===== config.mk =====
export PLATFORM = sky130hd
export DESIGN_NAME = gio4_port
export DESIGN_NICKNAME = d
export VERILOG_FILES = /design/src/rtl/gio4_pad_ctrl.v /design/src/rtl/gio4_port.v
export VERILOG_INCLUDE_DIRS = /design/src /design/src/rtl
export SDC_FILE = /design/constraint.sdc
export NUM_CORES = 1
export LEC_CHECK = 0
export ABC_AREA = 1
export BUFFER_PORTS_ARGS = -buffer_cell sky130_fd_sc_hd__buf_2
export CORE_ASPECT_RATIO = 0.7
export CORE_MARGIN = 4
export CORE_UTILIZATION = 45
export DETAILED_ROUTE_END_ITERATION = 12
export PLACE_DENSITY = 0.85
export SYNTH_ARGS = -nofsm -noshare
export SYNTH_HDL_FRONTEND = slang
export SYNTH_SLANG_ARGS = --single-unit

===== constraint.sdc =====
create_clock -name hclk -period 1.3 [get_ports hclk]
set_input_delay 0.26 -clock hclk [delete_from_list [all_inputs] [get_ports hclk]]
set_output_delay 0.26 -clock hclk [all_outputs]
set_load 0.05 [all_outputs]

===== src/rtl/gio4_defs.vh =====
// Constants of the four-bit global port: register offsets, field positions, reset values.
// Assumes a 32-bit AHB-Lite slave with one aligned word per register.
`ifndef GIO4_DEFS_VH
`define GIO4_DEFS_VH

// ****************************************
// Register byte offsets
// ****************************************
`define GIO4_DATA_OFS 8'h00
`define GIO4_DIR_OFS 8'h04
`define GIO4_OPT_OFS 8'h08
`define GIO4_STAT_OFS 8'h0c

// ****************************************
// Option register fields
// ****************************************
`define GIO4_OPT_PD_DIS 3
`define GIO4_OPT_OD_SEL 2
`define GIO4_OPT_STB_HI 1
`define GIO4_OPT_STB_LO 0

// ****************************************
// Reset values
// ****************************************
`define GIO4_DIR_RST 1'h0
`define GIO4_OPT_RST 4'h0
`define GIO4_DATA_RST 4'h0

// ****************************************
// Power saving hint timing
// ****************************************
`define GIO4_PULL_MIN_CLK 4
`define GIO4_PULL_NOP_CLK 6

`endif


===== src/rtl/gio4_pad_ctrl.v =====
// Per-terminal pad control: drive enable, drive level and pull enables.
// Assumes registered controls from the same clock; outputs are registered.
module gio4_pad_ctrl #(
    parameter WIDTH = 4
) (
    // Clock and reset
    input wire hclk,
    input wire hresetn,
    // Controls
    input wire dir_out,
    input wire open_drain,
    input wire pd_disable,
    input wire sleep,
    input wire [WIDTH-1:0] data,
    input wire [WIDTH-1:0] pu_mask,
    input wire [WIDTH-1:0] pd_mask,
    // Pad side
    output reg [WIDTH-1:0] pad_out,
    output reg [WIDTH-1:0] pad_oe,
    output reg [WIDTH-1:0] pull_up_en,
    output reg [WIDTH-1:0] pull_down_en
);

    reg [WIDTH-1:0] oe_nxt;
    reg [WIDTH-1:0] out_nxt;
    reg [WIDTH-1:0] pu_nxt;
    reg [WIDTH-1:0] pd_nxt;

    always @* begin
        if (open_drain) begin
            out_nxt = {WIDTH{1'b0}};
            oe_nxt = dir_out ? ~data : {WIDTH{1'b0}};
        end else begin
            out_nxt = data;
            oe_nxt = {WIDTH{dir_out}};
        end
        pu_nxt = pu_mask & {WIDTH{open_drain}} & ({WIDTH{~dir_out}} | data);
        pd_nxt = pd_mask & {WIDTH{~pd_disable & ~open_drain}};
        if (dir_out && !open_drain) begin
            pd_nxt = {WIDTH{1'b0}};
        end
        pd_nxt = pd_nxt & ~pu_nxt;
        if (sleep) begin
            oe_nxt = {WIDTH{1'b0}};
            pu_nxt = {WIDTH{1'b0}};
            pd_nxt = {WIDTH{1'b0}};
        end
    end

    always @(posedge hclk or negedge hresetn) begin
        if (!hresetn) begin
            pad_out <= {WIDTH{1'b0}};
            pad_oe <= {WIDTH{1'b0}};
            pull_up_en <= {WIDTH{1'b0}};
            pull_down_en <= {WIDTH{1'b0}};
        end else begin
            pad_out <= out_nxt;
            pad_oe <= oe_nxt;
            pull_up_en <= pu_nxt;
            pull_down_en <= pd_nxt;
        end
    end

endmodule // gio4_pad_ctrl


===== src/rtl/gio4_port.v =====
// Four-bit global port with AHB-Lite register access.
// Assumes pins asynchronous to hclk, a single AHB-Lite master, zero-wait-state answers.
module gio4_port #(
    parameter WIDTH = 4,
    parameter [3:0] PU_MASK = 4'hf,
    parameter [3:0] PD_MASK = 4'hf
) (
    // Clock and reset
    input wire hclk,
    input wire hresetn,
    // AHB-Lite slave
    input wire hsel,
    input wire [7:0] haddr,
    input wire [1:0] htrans,
    input wire hwrite,
    input wire [2:0] hsize,
    input wire [31:0] hwdata,
    input wire hready,
    output reg [31:0] hrdata,
    output reg hreadyout,
    output reg hresp,
    // Power mode
    input wire sleep_req,
    // Port terminals
    input wire [WIDTH-1:0] port_terminals_in,
    output wire [WIDTH-1:0] port_terminals_out,
    output wire [WIDTH-1:0] port_terminals_oe,
    output wire [WIDTH-1:0] pull_up_en,
    output wire [WIDTH-1:0] pull_down_en
);

`include "gio4_defs.vh"

    // ****************************************
    // Address decode
    // ****************************************
    localparam SEL_DATA = 0;
    localparam SEL_DIR = 1;
    localparam SEL_OPT = 2;
    localparam SEL_STAT = 3;

    // One-hot register select from a byte address
    function [3:0] gio4_dec;
        input [7:0] addr;
        begin
            gio4_dec = 4'h0;
            if (addr == `GIO4_DATA_OFS) begin
                gio4_dec[SEL_DATA] = 1'b1;
            end else if (addr == `GIO4_DIR_OFS) begin
                gio4_dec[SEL_DIR] = 1'b1;
            end else if (addr == `GIO4_OPT_OFS) begin
                gio4_dec[SEL_OPT] = 1'b1;
            end else if (addr == `GIO4_STAT_OFS) begin
                gio4_dec[SEL_STAT] = 1'b1;
            end
        end
    endfunction

    // ****************************************
    // Synchronisers
    // ****************************************
    reg [WIDTH-1:0] pin_s1_r;
    reg [WIDTH-1:0] pin_s2_r;
    reg sleep_s1_r;
    reg sleep_s2_r;

    always @(posedge hclk or negedge hresetn) begin
        if (!hresetn) begin
            pin_s1_r <= {WIDTH{1'b0}};
            pin_s2_r <= {WIDTH{1'b0}};
            sleep_s1_r <= 1'b0;
            sleep_s2_r <= 1'b0;
        end else begin
            pin_s1_r <= port_terminals_in;
            pin_s2_r <= pin_s1_r;
            sleep_s1_r <= sleep_req;
            sleep_s2_r <= sleep_s1_r;
        end
    end

    // ****************************************
    // Bus address phase capture
    // ****************************************
    reg wr_pend_r;
    reg [7:0] wr_addr_r;
    wire take;
    wire take_wr;
    wire take_rd;

    // ****************************************
    // Transfer qualifiers
    // ****************************************
    assign take = hsel & hready & htrans[1];
    assign take_wr = take & hwrite;
    assign take_rd = take & ~hwrite;

    always @(posedge hclk or negedge hresetn) begin
        if (!hresetn) begin
            wr_pend_r <= 1'b0;
            wr_addr_r <= 8'h00;
        end else begin
            wr_pend_r <= take_wr;
            if (take) begin
                wr_addr_r <= haddr;
            end
        end
    end

    // ****************************************
    // Registers
    // ****************************************
    reg [WIDTH-1:0] port_data_reg_r;
    reg port_direction_reg_r;
    reg [3:0] port_option_reg_r;
    reg [WIDTH-1:0] port_data_reg_nxt;
    reg port_direction_reg_nxt;
    reg [3:0] port_option_reg_nxt;
    wire [3:0] wr_sel;

    assign wr_sel = gio4_dec(wr_addr_r);

    // Next register values from the write data phase
    always @* begin
        port_data_reg_nxt = port_data_reg_r;
        port_direction_reg_nxt = port_direction_reg_r;
        port_option_reg_nxt = port_option_reg_r;
        if (wr_pend_r) begin
            if (wr_sel[SEL_DATA]) begin
                port_data_reg_nxt = hwdata[WIDTH-1:0];
            end else if (wr_sel[SEL_DIR]) begin
                port_direction_reg_nxt = hwdata[0];
            end else if (wr_sel[SEL_OPT]) begin
                port_option_reg_nxt = hwdata[3:0];
            end
        end
    end

    // ****************************************
    // Register flops
    // ****************************************
    always @(posedge hclk or negedge hresetn) begin
        if (!hresetn) begin
            port_data_reg_r <= `GIO4_DATA_RST;
            port_direction_reg_r <= `GIO4_DIR_RST;
            port_option_reg_r <= `GIO4_OPT_RST;
        end else begin
            port_data_reg_r <= port_data_reg_nxt;
            port_direction_reg_r <= port_direction_reg_nxt;
            port_option_reg_r <= port_option_reg_nxt;
        end
    end

    // ****************************************
    // Status word
    // ****************************************
    wire [31:0] stat_word;

    assign stat_word = {23'h000000, sleep_s2_r, {(8-WIDTH){1'b0}}, port_data_reg_r};

    // ****************************************
    // Read path
    // ****************************************
    reg [31:0] rd_nxt;
    wire [3:0] rd_sel;

    assign rd_sel = gio4_dec(haddr);

    always @* begin
        rd_nxt = 32'h00000000;
        if (rd_sel[SEL_DATA]) begin
            rd_nxt[WIDTH-1:0] = pin_s2_r;
        end else if (rd_sel[SEL_DIR]) begin
            rd_nxt[0] = port_direction_reg_r;
        end else if (rd_sel[SEL_OPT]) begin
            rd_nxt[3:0] = port_option_reg_r;
        end else if (rd_sel[SEL_STAT]) begin
            rd_nxt = stat_word;
        end
    end

    // ****************************************
    // Bus response
    // ****************************************
    always @(posedge hclk or negedge hresetn) begin
        if (!hresetn) begin
            hrdata <= 32'h00000000;
            hreadyout <= 1'b1;
            hresp <= 1'b0;
        end else begin
            hreadyout <= 1'b1;
            hresp <= 1'b0;
            if (take_rd) begin
                hrdata <= rd_nxt;
            end
        end
    end

    // ****************************************
    // Pad control fields
    // ****************************************
    wire port_direction_bit;
    wire open_drain_select;
    wire pulldown_disable;

    assign port_direction_bit = port_direction_reg_r;
    assign open_drain_select = port_option_reg_r[`GIO4_OPT_OD_SEL];
    assign pulldown_disable = port_option_reg_r[`GIO4_OPT_PD_DIS];

    // ****************************************
    // Pad control
    // ****************************************
    // drive select
    gio4_pad_ctrl #(
        .WIDTH(WIDTH)
    ) u_pad (
        .hclk(hclk),
        .hresetn(hresetn),
        .dir_out(port_direction_bit),
        .open_drain(open_drain_select),
        .pd_disable(pulldown_disable),
        .sleep(sleep_s2_r),
        .data(port_data_reg_r),
        .pu_mask(PU_MASK[WIDTH-1:0]),
        .pd_mask(PD_MASK[WIDTH-1:0]),
        .pad_out(port_terminals_out),
        .pad_oe(port_terminals_oe),
        .pull_up_en(pull_up_en),
        .pull_down_en(pull_down_en)
    );

endmodule // gio4_port


==> run metrics, run 1 <==
PwrDens 1320 nW/um^2; vias in the first global route 1420; Fill cells 393; flop2flop setup slack 0.1 ns; Worst Path Arrival 1.39 ns; Nets 326; io pins 105; total CTS buffers 5; Initial Util 47.9%; hold_sp port_terminals_in[3]; DIE AREA 5950 um^2; Yosys cell types 21; first-pass GRT wire length 6310 um; Cells after Synth 223; endpoints failing setup 0; Buffers on Ports 43; Setup CP Type reg2reg; CP max FO 8; DRC Markers 0; num rows 20; drt first-iter violations 81; via count 1503; Worst Path Required 1.48 ns; DR WL/cell 12.3 um; grt ovf 0; Routed WL 4020 um; warnings from Yosys 0; setup bufs post-CTS 0; DRT Pass-1 Iters 4; largest net degree at the start of global routing 50; worst hold endpoint pin_s1_r[3]$_DFF_PN0_; count of clock tree sinks 49; most common cell after layout, fill and taps aside dfrtp_1; Post-Layout Cell Count 327; Leak 1.30 nW; Clock Tree Buf Depth 2; WHS Path Cells 1; Worst VDD drop 0.485 mV; RR Startpoint wr_addr_r[0]$_DFFE_PN0P_; P&R area growth vs syn 13.1%; final clock skew 0.00798 ns; final number of hold-violating endpoints 0; GP Congestion 0.879; outcome finished, final reports clean; Hold Path Class in2reg; Final HPWL DP 3100 um; commonest cells after routing, fill and taps aside 49 x dfrtp_1, 43 x buf_2, 38 x nand2_1, 29 x conb_1; Avg Cell Area, Syn 9.62 um^2; unrepaired setup endpoints after global routing false; worst-skew pair later-pin latency 0.30 ns; Clock transition at path regs 0.09 ns; vias per cell 4.60; sequential element share of the synthesized area 57.1%; all-layer global routing usage 13.9%; CTS tree built; core region area 4480 um^2; Post-Place Cells 318; Reg2Reg Depth 6; Highest Clock Rate 832 MHz; chip width 90.5 um; Worst Setup End Kind flip-flop; Pwr Total 3.22 mW; die height 65.8 um; Final Max Tran Viols 0; setup TNS 0 ns; crit path time final 1.20 ns; register bit total from synthesis 49; max cap viols 0; initial antenna violation count 0; fraction of layout cells with a size suffix above 1 26.5%; FF-to-FF End port_data_reg_r[1]$_DFFE_PN0P_; Post-Syn Area 2150 um^2; H-tree depth 2; period utilization 92.5%; Clk Tree Root Cell clkbuf_8; post-route ant nets 0; # diodes 0; startpoint class of the critical path flip-flop
## synth_stat cells
cell      count  share of area, %
a211oi_1      4               1.4
a21oi_1      11               2.6
buf_2         3              0.70
buf_4        29                10
clkbuf_1      1              0.17
conb_1        2              0.35
dfrtp_1      49                57
inv_1        18               3.1
inv_2         3              0.52
nand2_1      38               6.6
nand2_2       2              0.58
nand3_1      18               4.2
nand3_2       2              0.93
nand3_4       1              0.82
nor2_1       19               3.3
nor2_2        4               1.2
nor2_4        4               2.1
nor3_1        1              0.23
nor3b_2       1              0.58
nor4_1        4               1.2
o21ai_1       9               2.1
## flip-flops by register name (all words and copies together) (netlist names)
signal / cells
hrdata: 5
pin_s1_r: 4
pin_s2_r: 4
port_data_reg_r: 4
port_direction_bit: 1
port_option_reg_r: 4
sleep_s1_r: 1
sleep_s2_r: 1
u_pad.pad_oe: 4
u_pad.pad_out: 4
u_pad.pull_down_en: 4
u_pad.pull_up_en: 4
wr_addr_r: 8
wr_pend_r: 1
## where the power goes
part	switching (mW)	total (mW)	internal, mW
Clock	0.467	0.840	0.373
Combinational	0.510	0.644	0.134
Sequential	0.0876	1.73	1.64
Total	1.07	3.22	2.15
## kinds of logic (layout without fill, tap and decap cells)
kind of cell / Yosys count / after routing / synth area share (%)
flops: 49 / 49 / 57.1
compound gates: 24 / 24 / 6.06
buf+inv: 54 / 76 / 14.7
simple gates: 94 / 94 / 21.7
other cells: 2 / 29 / 0.350
## through the flow
step	utilization, %	instance area (um^2)	worst slack, ns	hold WS [ns]
after floorplan	-	2250	0.250	-0.0356
after global placement	52.0	2330	0.123	0.261
after detailed placement	52.0	2330	0.0732	0.260
after CTS	54.1	2420	0.0511	0.0538
after global routing	54.2	2430	0.00164	0.0505
final	54.2	2430	0.0976	0.0665
## layer usage
layer | vias up | global-route usage, % | part of all wire, %
li1 | 744 | - | -
met1 | 705 | 17.4 | 44
met2 | 49 | 22.1 | 48
met3 | 5 | 3.64 | 6.2
met4 | 0 | 7.82 | 1.7
met5 | - | 0 | 0
## what timing repair did
action,in CTS,in global routing
setup endpoints to repair,0,6
gates resized for setup,0,2
hold endpoints to repair,49,0
hold buffers,1,0
## final cells by class
class / count / area [um^2] / area share [%]
Clock buffer: 6 / 72.6 / 2.99
Clock inverter: 2 / 10.0 / 0.412
Inverter: 21 / 78.8 / 3.25
Multi-Input combinational cell: 147 / 711 / 29.3
Sequential cell: 49 / 1230 / 50.5
Tap cell: 55 / 68.8 / 2.84
Timing Repair Buffer: 47 / 260 / 10.7
## worst max-delay path by stage
stage	from	end	cells past startpoint	slack, ns
2_1_floorplan	wr_addr_r[5]$_DFFE_PN0P_	port_data_reg_r[1]$_DFFE_PN0P_	6	0.25
3_3_place_gp	haddr[7]	hrdata[0]$_DFFE_PN0P_	9	0.12
3_5_place_dp	wr_addr_r[1]$_DFFE_PN0P_	port_data_reg_r[1]$_DFFE_PN0P_	6	0.07
4_1_cts	wr_addr_r[1]$_DFFE_PN0P_	port_data_reg_r[1]$_DFFE_PN0P_	6	0.05
5_1_grt	wr_addr_r[0]$_DFFE_PN0P_	port_data_reg_r[3]$_DFFE_PN0P_	6	0.002
6_report	wr_addr_r[0]$_DFFE_PN0P_	port_data_reg_r[1]$_DFFE_PN0P_	6	0.1
## worst max-delay path: stages (launching register included)
cell and delay [ns]:
dfrtp_1 0.40, nor2_2 0.15, nand3_1 0.11, nor2_2 0.14, nand2_2 0.13, nor2_2 0.12, a21oi_1 0.05
Note: power is estimated with default switching activity, not from simulation.
==> run 2, diff against run 1 <==
- HOLD_SLACK_MARGIN: unset -> 0.12
==> run metrics, run 2 (synthesized netlist as in run 1, its figures left out) <==
crit path time final 1.20 ns (about the same); outcome finished, final reports clean (unchanged); GP Congestion 0.879 (unchanged); top flop regs wr_addr_r: 8 flops, hrdata: 5 flops (unchanged); chip width 90.5 um (unchanged); DRC Markers 0 (unchanged); P&R area growth vs syn 15.5% (was 13.1%); register bank with the most flops wr_addr_r (unchanged); final worst setup slack 0.0976 ns (about the same); Clk Tree Root Cell clkbuf_8 (unchanged); setup TNS 0 ns (unchanged); Highest Clock Rate 832 MHz (about the same); total CTS buffers 5 (unchanged); Stages on worst setup path 6 (unchanged); DIE AREA 5950 um^2 (unchanged); design area 2480 um^2 (was 2430 um^2); Max stage delay on crit path 0.40 ns (about the same); Hold Path Class in2reg (unchanged); dpl cell area 2330 um^2 (unchanged); CTS tree built (unchanged); multi-input logic area 711 um^2 (unchanged); Post-Place Cells 318 (unchanged); Fill cells 388 (was 393); total net switching power 1.07 mW (about the same); Placement Setup Slack 0.0732 ns (unchanged); num rows 20 (unchanged); drt first-iter violations 79 (was 81); WHS Path Cells 3 (was 1); Clk network pwr share 26.0% (was 26.1%); FF+latch area 1230 um^2 (unchanged); RR Startpoint wr_addr_r[0]$_DFFE_PN0P_ (unchanged); DR WL/cell 12.2 um (was 12.3 um); most used cell, CP nor2_2 (unchanged); io pins 105 (unchanged); Routed WL 4050 um (was 4020 um); flop2flop setup slack 0.1 ns (about the same); unrepaired setup endpoints after global routing false (unchanged); Worst Path Required 1.48 ns (about the same); Final Max Tran Viols 0 (unchanged); Top Layer Used met4 (unchanged); Clock transition at path regs 0.08 ns (was 0.09 ns); Seq pwr share 53.6% (was 53.8%); family with the most delay on the worst path simple AND/OR/NAND/NOR gates (unchanged); via count 1531 (was 1503); most common cell after layout, fill and taps aside dfrtp_1 (unchanged); Util after Layout 55.3% (was 54.2%); max reg flops 8 (unchanged); Comb pwr share 20.4% (was 20.0%); period utilization 92.5% (about the same); Pwr Total 3.23 mW (was 3.22 mW); Reg2Reg Depth 6 (unchanged); Worst Hold Slack 0.203 ns (was 0.0665 ns); Initial Util 47.9% (unchanged); initial antenna violation count 0 (unchanged); Worst Path Arrival 1.39 ns (about the same); Final HPWL DP 3100 um (unchanged); all-layer global routing usage 13.9% (about the same); CP Buf/Inv Count 0 (unchanged); Worst VDD drop 0.497 mV (was 0.485 mV); Worst Setup End Kind flip-flop (unchanged); die height 65.8 um (unchanged); crit path max-delay cell type dfrtp_1 (unchanged); Buffers on Ports 43 (unchanged); endpoints failing setup 0 (unchanged); met3 routed WL 265 um (was 249 um); core region area 4480 um^2 (unchanged); crit-path cells nor2_2 > nand3_1 > nor2_2 > nand2_2 > nor2_2 > a21oi_1 (unchanged); post-route ant nets 0 (unchanged); PwrDens 1300 nW/um^2 (was 1320 nW/um^2); critical path launch point wr_addr_r[0]$_DFFE_PN0P_ (unchanged); Clock Tree Buf Depth 2 (unchanged); grt ovf 0 (unchanged); H-tree depth 2 (unchanged); Nets 331 (was 326); fraction of layout cells with a size suffix above 1 26.0% (was 26.5%); first-pass GRT wire length 6330 um (was 6310 um); vias per cell 4.61 (was 4.60); Post-Layout Cell Count 332 (was 327); max cap viols 0 (unchanged); met2 WL 1950 um (was 1920 um); final clock skew 0.00697 ns (was 0.00798 ns); DRT met1 WL 1770 um (was 1780 um); CP max FO 8 (unchanged); hold_sp hwrite (was port_terminals_in[3]); worst hold endpoint wr_pend_r$_DFF_PN0_ (was pin_s1_r[3]$_DFF_PN0_); DRT Pass-1 Iters 4 (unchanged); final number of hold-violating endpoints 0 (unchanged); Cell Int Power 2.16 mW (was 2.15 mW); Leak 1.32 nW (was 1.30 nW); Setup CP Type reg2reg (unchanged); startpoint class of the critical path flip-flop (unchanged); largest net degree at the start of global routing 50 (unchanged); # diodes 0 (unchanged); FF-to-FF End port_data_reg_r[1]$_DFFE_PN0P_ (unchanged); count of clock tree sinks 49 (unchanged); vias in the first global route 1426 (was 1420); worst-skew pair later-pin latency 0.30 ns (about the same); commonest cells after routing, fill and taps aside 49 x dfrtp_1, 43 x buf_2, 38 x nand2_1, 29 x conb_1 (unchanged); Net Sw Frac 33.0% (was 33.1%); setup bufs post-CTS 0 (unchanged)
-- run 2: cell count changes in the layout (fill, tap and decap cells not counted), sizes merged --
cell	delta
dlygate4sd3	+5
-- run 2: layout make-up --
cell class / count / share of cell area (%)
Multi-Input combinational cell: 147 / 28.7
Timing Repair Buffer: 52 / 12.5
Tap cell: 55 / 2.78
Inverter: 21 / 3.18
Sequential cell: 49 / 49.5
Clock buffer: 6 / 2.93
Clock inverter: 2 / 0.404
-- run 2: what timing repair did --
action	in CTS	in global routing
endpoints found under the setup margin	0	6
hold endpoints to repair	54	0
resized for setup	0	2
hold buffers	6	0
-- run 2: worst max-delay path by stage --
stage,end,slack (ns)
after floorplan,port_data_reg_r[1]$_DFFE_PN0P_,0.25
after global placement,hrdata[0]$_DFFE_PN0P_,0.12
after detailed placement,port_data_reg_r[1]$_DFFE_PN0P_,0.07
after CTS,port_data_reg_r[1]$_DFFE_PN0P_,0.05
after global routing,port_data_reg_r[3]$_DFFE_PN0P_,0.002
final,port_data_reg_r[1]$_DFFE_PN0P_,0.1
-- run 2: worst reg2reg max path, stage by stage (launching register included) --
cell,delay [ns]
dfrtp_1,0.40
nor2_2,0.15
nand3_1,0.11
nor2_2,0.14
nand2_2,0.13
nor2_2,0.12
a21oi_1,0.05
-- run 2: power groups by stage --
stage	Combinational [mW]	Sequential (mW)	Clock, mW
6_report	0.657	1.73	0.839
2_1_floorplan	0.432	1.86	0
3_5_place_dp	0.641	1.76	0
3_3_place_gp	0.626	1.75	0
5_1_grt	0.704	1.75	0.924
4_1_cts	0.657	1.73	0.872
-- run 2: per-layer routing --
layer | global-route usage (%) | vias to the layer above
li1 | - | 756
met1 | 17.4 | 715
met2 | 22.3 | 55
met3 | 3.64 | 5
met4 | 7.82 | 0
met5 | 0 | -
